===== src/design/vtp_pkg.sv =====
// Constants, encodings and helpers for the VC-3 1+1 trail protection selector.
// Assumes one 50 MHz system clock; all stream strobes are on that clock.
package vtp_pkg;

	// ==========================================================
	// Timing
	localparam int CLK_HZ = 50_000_000;
	localparam int TICK_MS = 1;
	localparam int CYC_PER_MS = CLK_HZ / 1000 * TICK_MS;
	localparam int HOLD_OFF_STEP_MS = 100;
	localparam logic [6:0] HOLD_OFF_MAX_STEPS = 7'h64;
	localparam logic [3:0] WTR_MIN_MINUTES = 4'h5;
	localparam logic [3:0] WTR_MAX_MINUTES = 4'hc;
	localparam int MS_PER_MINUTE = 60_000;
	localparam int SWITCH_TIME_MS = 50;
	localparam int HO_CNT_W = 14;
	localparam int WTR_CNT_W = 20;
	localparam int PRESC_W = 16;

	// ==========================================================
	// Reset values
	localparam logic [3:0] RST_COMMAND = 4'h0;
	localparam logic RST_SELECT_PROT = 1'b0;

	// ==========================================================
	// Signalling word layout
	localparam int APS_REQ_MSB = 7;
	localparam int APS_REQ_LSB = 4;
	localparam int APS_SEL_BIT = 0;

	// ==========================================================
	// Operator commands
	typedef enum logic [3:0] {
		CMD_NONE = 4'h0,
		CMD_CLEAR = 4'h1,
		CMD_LOCKOUT = 4'h2,
		CMD_FORCED_W = 4'h3,
		CMD_FORCED_P = 4'h4,
		CMD_MANUAL_W = 4'h5,
		CMD_MANUAL_P = 4'h6,
		CMD_EXERCISE_CMD_W = 4'h7,
		CMD_EXERCISE_CMD_P = 4'h8
	} vtp_cmd_e;

	// Request levels, higher value wins.
	typedef enum logic [3:0] {
		REQ_NONE = 4'h0,
		REQ_NO_REVERT = 4'h1,
		REQ_EXERCISE = 4'h2,
		REQ_WTR = 4'h3,
		REQ_MANUAL = 4'h4,
		REQ_DEGRADE = 4'h5,
		REQ_FAIL_W = 4'h6,
		REQ_FORCED = 4'h7,
		REQ_FAIL_P = 4'h8,
		REQ_LOCKOUT = 4'h9
	} vtp_req_e;

	// ==========================================================
	// Helpers
	function automatic logic [HO_CNT_W-1:0] vtp_hold_off_ms(input logic [6:0] steps);
		logic [6:0] s;
		s = (steps > HOLD_OFF_MAX_STEPS) ? HOLD_OFF_MAX_STEPS : steps;
		return HO_CNT_W'(s) * HO_CNT_W'(HOLD_OFF_STEP_MS);
	endfunction : vtp_hold_off_ms

	function automatic logic [WTR_CNT_W-1:0] vtp_wtr_ms(input logic [3:0] minutes);
		logic [3:0] m;
		m = (minutes < WTR_MIN_MINUTES) ? WTR_MIN_MINUTES :
			(minutes > WTR_MAX_MINUTES) ? WTR_MAX_MINUTES : minutes;
		return WTR_CNT_W'(m) * WTR_CNT_W'(MS_PER_MINUTE);
	endfunction : vtp_wtr_ms

endpackage : vtp_pkg


===== src/design/vtp_selector.sv =====
// VC-3 1+1 trail protection: bridge, selector, protection trail termination.
// Assumes every stream, strobe and command is synchronous to mclk_in.
//
// Summary of operation
// - Normal output carries working or protection stream, chosen by conditions and commands.
// - Normal input is always bridged onto the working output.
// - Mode or timer changes without an active switch leave traffic untouched.
// - Revertive mode waits the restore period after working recovers, then reverts.
// - New fail or degrade conditions are believed only after the hold-off time.
// - Each path's server signal fail is its fail switching condition, high priority.
// - Each path's server signal degrade is its degrade condition, high priority.
// - Revertive mode accepts lockout, forced and manual to protection, and clear.
// - Uni-directional non-revertive accepts lockout, forced/manual to either path, clear.
// - Bi-directional non-revertive also accepts exercise of either path.
// - Uni-directional variant switches on local conditions only, no signalling.
// - Bi-directional variant exchanges a switching signal on the protection point.
// - Protection termination source passes data, strobe and frame start unchanged.
// - Protection termination sink forwards the stream and reports the protected trail.
// - Sink trail signal fail follows its incoming server signal fail.
`timescale 1ns/1ps
module vtp_selector
	import vtp_pkg::*;
#(
	parameter int CYCLES_PER_MS = CYC_PER_MS
) (
	// Clock, reset, enable
	input wire logic mclk_in,
	input wire logic rst_n_in,
	input wire logic ce_in,
	// Configuration
	input wire logic revert_select_in,
	input wire logic switch_signalling_used_in,
	input wire logic [3:0] wait_to_restore_period_in,
	input wire logic [6:0] hold_off_period_in,
	// Operator command
	input wire logic [3:0] operator_command_in,
	input wire logic operator_command_valid_in,
	// Working path in
	input wire logic [7:0] work_data_in,
	input wire logic work_clk_en_in,
	input wire logic work_fs_in,
	input wire logic work_server_signal_fail_in,
	input wire logic work_server_signal_degrade_in,
	// Protection path in
	input wire logic [7:0] prot_data_in,
	input wire logic prot_clk_en_in,
	input wire logic prot_fs_in,
	input wire logic prot_server_signal_fail_in,
	input wire logic prot_server_signal_degrade_in,
	input wire logic [7:0] aps_rx_in,
	// Normal point in
	input wire logic [7:0] norm_data_in,
	input wire logic norm_clk_en_in,
	input wire logic norm_fs_in,
	// Protection termination source in
	input wire logic [7:0] ptso_data_in,
	input wire logic ptso_clk_en_in,
	input wire logic ptso_fs_in,
	// Protection termination sink in
	input wire logic [7:0] ptsk_data_in,
	input wire logic ptsk_clk_en_in,
	input wire logic ptsk_fs_in,
	input wire logic ptsk_server_signal_fail_in,
	input wire logic fail_report_enable_in,
	// Bridged outputs
	output logic [7:0] work_data_out,
	output logic work_clk_en_out,
	output logic work_fs_out,
	output logic [7:0] prot_data_out,
	output logic prot_clk_en_out,
	output logic prot_fs_out,
	output logic [7:0] aps_tx_out,
	// Selected output
	output logic [7:0] norm_data_out,
	output logic norm_clk_en_out,
	output logic norm_fs_out,
	output logic norm_server_signal_fail_out,
	// Status
	output logic prot_selected_out,
	output logic [3:0] active_request_out,
	output logic command_rejected_out,
	// Protection termination source out
	output logic [7:0] ptso_data_out,
	output logic ptso_clk_en_out,
	output logic ptso_fs_out,
	// Protection termination sink out
	output logic [7:0] ptsk_data_out,
	output logic ptsk_clk_en_out,
	output logic ptsk_fs_out,
	output logic trail_signal_fail_out,
	output logic fail_cause_report_out
);

	typedef struct packed {
		logic [PRESC_W-1:0] presc;
		logic tick;
		vtp_cmd_e cmd;
		logic sel;
		logic wtr_run;
		logic [WTR_CNT_W-1:0] wtr_cnt;
		logic [3:0] req;
		logic rej;
		logic [7:0] aps;
		logic [9:0] work_o;
		logic [9:0] prot_o;
		logic [10:0] norm_o;
		logic [9:0] ptso_o;
		logic [11:0] ptsk_o;
	} vtp_sel_s;

	vtp_sel_s s_q;
	vtp_sel_s s_d;
	logic sf_w;
	logic sd_w;
	logic sf_p;
	logic sd_p;

	// ==========================================================
	// Condition hold-off per path
	vtp_hold_off u_ho_work (
		.mclk_in(mclk_in),
		.rst_n_in(rst_n_in),
		.ce_in(ce_in),
		.ms_tick_in(s_q.tick),
		.hold_off_period_in(hold_off_period_in),
		.fail_raw_in(work_server_signal_fail_in),
		.degrade_raw_in(work_server_signal_degrade_in),
		.fail_out(sf_w),
		.degrade_out(sd_w)
	);

	vtp_hold_off u_ho_prot (
		.mclk_in(mclk_in),
		.rst_n_in(rst_n_in),
		.ce_in(ce_in),
		.ms_tick_in(s_q.tick),
		.hold_off_period_in(hold_off_period_in),
		.fail_raw_in(prot_server_signal_fail_in),
		.degrade_raw_in(prot_server_signal_degrade_in),
		.fail_out(sf_p),
		.degrade_out(sd_p)
	);

	// ==========================================================
	// Command acceptance
	function automatic logic cmd_legal(input logic [3:0] c, input logic rev, input logic bidir);
		logic ok;
		unique case (c)
			CMD_CLEAR, CMD_LOCKOUT, CMD_FORCED_P, CMD_MANUAL_P: ok = 1'b1;
			CMD_FORCED_W, CMD_MANUAL_W: ok = !rev;
			CMD_EXERCISE_CMD_W, CMD_EXERCISE_CMD_P: ok = !rev && bidir;
			default: ok = 1'b0;
		endcase
		return ok;
	endfunction : cmd_legal

	// ==========================================================
	// Selector
	always_comb begin
		logic want;
		logic [3:0] req;
		logic hold_wtr;
		s_d = s_q;
		want = s_q.sel;
		req = REQ_NONE;
		hold_wtr = 1'b0;
		s_d.tick = 1'b0;
		s_d.rej = 1'b0;
		if (s_q.presc == PRESC_W'(CYCLES_PER_MS - 1)) begin
			s_d.presc = '0;
			s_d.tick = 1'b1;
		end else begin
			s_d.presc = s_q.presc + PRESC_W'(1);
		end

		if (operator_command_valid_in) begin
			if (!cmd_legal(operator_command_in, revert_select_in, switch_signalling_used_in)) begin
				s_d.rej = 1'b1;
			end else if (operator_command_in == CMD_CLEAR) begin
				s_d.cmd = CMD_NONE;
				s_d.wtr_run = 1'b0;
			end else begin
				s_d.cmd = vtp_cmd_e'(operator_command_in);
			end
		end

		// Requests in falling priority; the top one sets the wanted path.
		if (s_q.cmd == CMD_LOCKOUT) begin
			req = REQ_LOCKOUT;
			want = 1'b0;
		end else if (sf_p) begin
			req = REQ_FAIL_P;
			want = 1'b0;
		end else if (s_q.cmd == CMD_FORCED_P || s_q.cmd == CMD_FORCED_W) begin
			req = REQ_FORCED;
			want = (s_q.cmd == CMD_FORCED_P);
		end else if (sf_w) begin
			req = REQ_FAIL_W;
			want = 1'b1;
		end else if (sd_w != sd_p) begin
			req = REQ_DEGRADE;
			want = sd_w;
		end else if (sd_w) begin
			// Both paths degraded: stay put rather than bounce traffic.
			req = REQ_DEGRADE;
		end else if (s_q.cmd == CMD_MANUAL_P || s_q.cmd == CMD_MANUAL_W) begin
			req = REQ_MANUAL;
			want = (s_q.cmd == CMD_MANUAL_P);
		end else if (s_q.sel && revert_select_in) begin
			req = REQ_WTR;
			hold_wtr = 1'b1;
			if (s_q.wtr_run && s_q.wtr_cnt >= vtp_wtr_ms(wait_to_restore_period_in)) begin
				want = 1'b0;
				hold_wtr = 1'b0;
				req = REQ_NONE;
			end
		end else if (s_q.cmd == CMD_EXERCISE_CMD_P || s_q.cmd == CMD_EXERCISE_CMD_W) begin
			req = REQ_EXERCISE;
		end else begin
			// Without a request the selection is kept, so changing mode or timers is hitless.
			req = s_q.sel ? REQ_NO_REVERT : REQ_NONE;
		end

		// Any higher local request restarts the restore period from zero.
		if (hold_wtr) begin
			s_d.wtr_run = 1'b1;
			if (s_q.tick && s_q.wtr_cnt != '1) begin
				s_d.wtr_cnt = s_q.wtr_cnt + WTR_CNT_W'(1);
			end
		end else begin
			s_d.wtr_run = 1'b0;
			s_d.wtr_cnt = '0;
		end

		// Far end wins when its request outranks ours.
		if (switch_signalling_used_in) begin
			if (aps_rx_in[APS_REQ_MSB:APS_REQ_LSB] > req) begin
				want = aps_rx_in[APS_SEL_BIT];
			end
			s_d.aps = {req, 3'h0, want};
		end else begin
			s_d.aps = 8'h00;
		end

		s_d.req = req;
		s_d.sel = want;
		s_d.norm_o = want ?
			{prot_data_in, prot_clk_en_in, prot_fs_in, prot_server_signal_fail_in} :
			{work_data_in, work_clk_en_in, work_fs_in, work_server_signal_fail_in};
		s_d.work_o = {norm_data_in, norm_clk_en_in, norm_fs_in};
		s_d.prot_o = {norm_data_in, norm_clk_en_in, norm_fs_in};
		s_d.ptso_o = {ptso_data_in, ptso_clk_en_in, ptso_fs_in};
		s_d.ptsk_o = {ptsk_data_in, ptsk_clk_en_in, ptsk_fs_in,
			ptsk_server_signal_fail_in,
			ptsk_server_signal_fail_in && fail_report_enable_in};
	end

	always_ff @(posedge mclk_in) begin
		if (!rst_n_in) begin
			s_q <= '0;
			s_q.cmd <= vtp_cmd_e'(RST_COMMAND);
			s_q.sel <= RST_SELECT_PROT;
		end else if (ce_in) begin
			s_q <= s_d;
		end
	end

	// ==========================================================
	// Outputs, all straight from the state register
	assign {work_data_out, work_clk_en_out, work_fs_out} = s_q.work_o;
	assign {prot_data_out, prot_clk_en_out, prot_fs_out} = s_q.prot_o;
	assign {norm_data_out, norm_clk_en_out, norm_fs_out, norm_server_signal_fail_out} = s_q.norm_o;
	assign {ptso_data_out, ptso_clk_en_out, ptso_fs_out} = s_q.ptso_o;
	assign {ptsk_data_out, ptsk_clk_en_out, ptsk_fs_out, trail_signal_fail_out,
		fail_cause_report_out} = s_q.ptsk_o;
	assign aps_tx_out = s_q.aps;
	assign prot_selected_out = s_q.sel;
	assign active_request_out = s_q.req;
	assign command_rejected_out = s_q.rej;

endmodule : vtp_selector


===== src/design/vtp_hold_off.sv =====
// Hold-off filter for the fail and degrade conditions of one path.
// Assumes a one-cycle millisecond tick from the parent on the same clock.
`timescale 1ns/1ps
module vtp_hold_off
	import vtp_pkg::*;
(
	// Clock, reset, enable
	input wire logic mclk_in,
	input wire logic rst_n_in,
	input wire logic ce_in,
	// Timing
	input wire logic ms_tick_in,
	input wire logic [6:0] hold_off_period_in,
	// Raw conditions
	input wire logic fail_raw_in,
	input wire logic degrade_raw_in,
	// Accepted conditions
	output logic fail_out,
	output logic degrade_out
);

	typedef struct packed {
		logic [1:0] act;
		logic [1:0][HO_CNT_W-1:0] cnt;
	} vtp_ho_s;

	vtp_ho_s s_q;
	vtp_ho_s s_d;

	// ==========================================================
	// Filter
	always_comb begin
		logic [1:0] raw;
		logic [HO_CNT_W-1:0] lim;
		raw = {degrade_raw_in, fail_raw_in};
		lim = vtp_hold_off_ms(hold_off_period_in);
		s_d = s_q;
		for (int i = 0; i < 2; i++) begin
			// A new condition is only believed once it has lasted the hold-off time;
			// a clearing condition drops at once so recovery is never delayed here.
			if (!raw[i]) begin
				s_d.act[i] = 1'b0;
				s_d.cnt[i] = '0;
			end else if (!s_q.act[i]) begin
				if (s_q.cnt[i] >= lim) begin
					s_d.act[i] = 1'b1;
				end else if (ms_tick_in) begin
					s_d.cnt[i] = s_q.cnt[i] + HO_CNT_W'(1);
				end
			end
		end
	end

	always_ff @(posedge mclk_in) begin
		if (!rst_n_in) begin
			s_q <= '0;
		end else if (ce_in) begin
			s_q <= s_d;
		end
	end

	assign fail_out = s_q.act[0];
	assign degrade_out = s_q.act[1];

endmodule : vtp_hold_off


===== config.mk =====
export PLATFORM = sky130hd
export DESIGN_NAME = vtp_selector
export DESIGN_NICKNAME = d
export VERILOG_FILES = /design/src/design/vtp_pkg.sv /design/src/design/vtp_selector.sv /design/src/design/vtp_hold_off.sv
export SDC_FILE = /design/constraint.sdc
export NUM_CORES = 1
export LEC_CHECK = 0
export BUFFER_PORTS_ARGS = -buffer_cell sky130_fd_sc_hd__buf_2
export CORE_ASPECT_RATIO = 0.8
export CORE_MARGIN = 3
export CORE_UTILIZATION = 50
export DETAILED_ROUTE_END_ITERATION = 10
export PLACE_DENSITY = 0.78
export SYNTH_ARGS = -nofsm -noshare
export SYNTH_HDL_FRONTEND = slang
export SYNTH_SLANG_ARGS = --single-unit

===== constraint.sdc =====
create_clock -name mclk_in -period 10.55 [get_ports mclk_in]
set_input_delay 0.5275 -clock mclk_in [delete_from_list [all_inputs] [get_ports mclk_in]]
set_output_delay 0.5275 -clock mclk_in [all_outputs]
set_load 0.1 [all_outputs]

==> flow_metrics.py <==
metrics = {
    "run_status": {
        "status": "completed",
    },
    "clock_network": {
        "cts.clk_slew.worst_paths_ns": 0.07,
        "cts-root-buf": "clkbuf_16",
        "cts_hold_buf": 0,
        "cts_buffers": 17,
        "cts_tree": "done",
        "clkLatencyLatePin_ns": 0.43,
        "cts_setup_buffers": 0,
        "h-tree-depth": 4,
        "cts_max_path_buffers": 2,
        "clkSinkCount": 156,
        "ctsResizeCount": 0,
    },
    "critical_path": {
        "cp_slowest_cell": "a21oi_1",
        "r2r_slack_ns": 6.16,
        "worstPathArrival_ns": 7.44,
        "crit_required_ns": 10.82,
        "worstSetupStartpointType": "input port",
        "end_kind": "flip-flop",
        "critical-path-max-stage-delay_ns": 0.58,
        "path_class": "input port to flip-flop",
        "cpMostUsedCell": "ha_1",
        "critPathMaxFanout": 12,
    },
    "detailed_routing": {
        "drc_errors": 0,
        "detail_route.iter0.violations": 744,
        "dr_total_vias": 8739,
        "ant_nets": 0,
        "wl_um": 24150,
        "drt-wirelength-per-cell_um": 15.46,
        "vias_per_cell": 5.595,
        "drtPass1Iterations": 5,
    },
    "pwr": {
        "irDropWorstVdd_mv": 0.1160,
        "leakage_nw": 5.126,
        "powerDensity_nw_per_um2": 147.4,
        "power_mw": 1.704,
    },
    "grt": {
        "grt_pass1_vias": 8457,
        "antenna_found_initial": 0,
        "track_usage_pct": 20.92,
        "grt_max_degree": 79,
        "grt-ovfl-total": 0,
        "grt_pass1_wl_um": 39540,
    },
    "timing": {
        "worst_slew_margin_rel_pct": 29.46,
        "slew_viol_final": 0,
        "finalCriticalPeriod_ns": 7.169,
        "finClkSkew_ns": 0.009780,
        "worst_slew_pin_slew_ns": 1.058,
        "setup_viol": 0,
        "post-route-period-util_pct": 67.95,
        "timing.fmax_mhz": 139.5,
        "hold_viol": 0,
        "rsz0062_at_grt": "no",
        "whs_ns": 0.3495,
        "fin_tns_setup_ns": 0,
    },
    "yosys": {
        "synth_top_area_cell": "dfxtp_1",
        "synth_cells": 1208,
        "yosys-top-cells-area": "dfxtp_1, ha_1, mux2i_1, xnor2_1, nor2_1",
        "async_flop_share_pct": 0,
        "syn_avg_cell_area_um2": 8.607,
        "synth-edff-count": 0,
        "ys_types": 74,
        "synth_area_um2": 10400,
        "synth_flop_cell": "dfxtp_1",
        "ys_warn_count": 0,
        "ys_seq_area_share_pct": 30.04,
        "ys_seq_elements": 156,
        "synth_top_cell_area_share_pct": 30.04,
    },
    "final_layout": {
        "fin_cells": 1562,
        "area_growth_pct": 11.22,
        "nets": 1495,
        "final_core_util_pct": 57.40,
        "drive_above_1_share_pct": 16.33,
        "diodes": 0,
        "final_cell_mix": "dfxtp_1, buf_2, ha_1, nor2_1, nand2_1",
        "final_common_cell": "dfxtp_1",
    },
    "placed_design": {
        "gp_congestion": 0.8524,
        "place_inst": 1530,
        "dp_hpwl_um": 17260,
        "portBuffers": 145,
    },
    "floorplanning": {
        "die_w_um": 167.2,
        "dieArea_um2": 22570,
        "io_pins": 152,
        "rows": 46,
        "core_um2": 20140,
        "start_util_pct": 51.61,
        "die_y_um": 135.0,
    },
    "job": {
        "max_cap_violations": 0,
    },
    "hold_path": {
        "min_path_type": "input port to flip-flop",
    },
}
==> cell families (layout without fill, tap and decap cells) <==
kind of cell	Yosys count	after routing	synth area share (%)
and+or+nand+nor	410	410	20.20
AOI/OAI and AO/OA	224	224	14.46
DFF	156	156	30.04
buffers and inverters	150	238	7.485
adders and majority gates	126	126	15.29
xor gates and xnor gates	91	91	7.666
muxes	50	50	4.813
other	1	3	0.03607
==> routing by layer <==
layer / vias up / wire length, um / GRT usage [%]
met5: - / 0 / 0
met3: 39 / 1132 / 4.097
met2: 219 / 11680 / 35.44
met4: 0 / 415 / 6.452
met1: 4127 / 10920 / 27.21
li1: 4354 / - / -
==> sequential cells by signal, summed over array words and instances, names as in the netlist, 5 cells and up <==
| register | count |
|---|---|
| prot_data_out | 8 |
| ptsk_data_out | 8 |
| s_q | 42 |
| u_ho_work.s_q | 28 |
| aps_tx_out | 5 |
| ptso_data_out | 8 |
| norm_data_out | 8 |
| u_ho_prot.s_q | 28 |
==> critical path, delay by kind of cell <==
family          cells  cell delay, ns
fa+ha+maj           4            1.30
xor+xnor            1            0.16
compound gates     17            4.35
buf+inv             3            0.43
mux                 1            0.17
simple gates        5            0.50
==> report_power, final <==
part           internal (mW)  total [mW]  switching [mW]
Sequential             0.604       0.614          0.0102
Clock                  0.363       0.648           0.286
Combinational          0.138       0.442           0.304
==> cells in the mapped netlist (4+ instances only) <==
cell,n
ha_1,123
a21o_1,13
a2111oi_2,4
dfxtp_1,156
clkbuf_1,33
nand2_1,76
a32oi_1,4
o2111ai_1,9
nor4_1,8
o21ai_1,15
o21ai_0,39
o21a_1,11
nand4_1,22
a211oi_1,8
and2_1,11
nor4_2,4
buf_4,56
or3_1,9
xor2_1,40
a21oi_1,62
inv_1,53
and4_1,7
a21boi_0,8
nor2_1,116
and3_1,12
nor3_1,23
nand3_1,37
buf_2,4
a31oi_1,7
nor2b_1,49
buf_1,4
mux2i_1,50
nand2b_1,13
xnor2_1,51
==> worst paths after layout <==
kind	start	depth (start not counted)	endpoint
hold reg to reg	aps_tx_out[4]	2	aps_tx_out[4]
hold / removal	ptso_data_in[0]	3	ptso_data_out[0]
setup / recovery	wait_to_restore_period_in[2]	31	norm_fs_out
setup reg to reg	s_q[71]	18	norm_fs_out
==> per-stage QoR <==
| stage | worst slack [ns] | cell area (um2) |
|---|---|---|
| after floorplan | 3.871 | 10410 |
| after global routing | 2.819 | 11560 |
| after detailed placement | 3.051 | 10940 |
| final | 3.381 | 11560 |
| after global placement | 3.256 | 10940 |
| after CTS | 3.386 | 11560 |
==> final cells by class <==
type                            instances  area (um2)
Fill cell                            1801        8581
Multi-Input combinational cell        904        6504
Sequential cell                       156        3123
Timing Repair Buffer                  153       788.3
Clock buffer                           17       425.4
Tap cell                              264       330.3
Inverter                               53       198.9
Clock inverter                         15       193.9
Note: power is estimated with default switching activity, not from simulation.
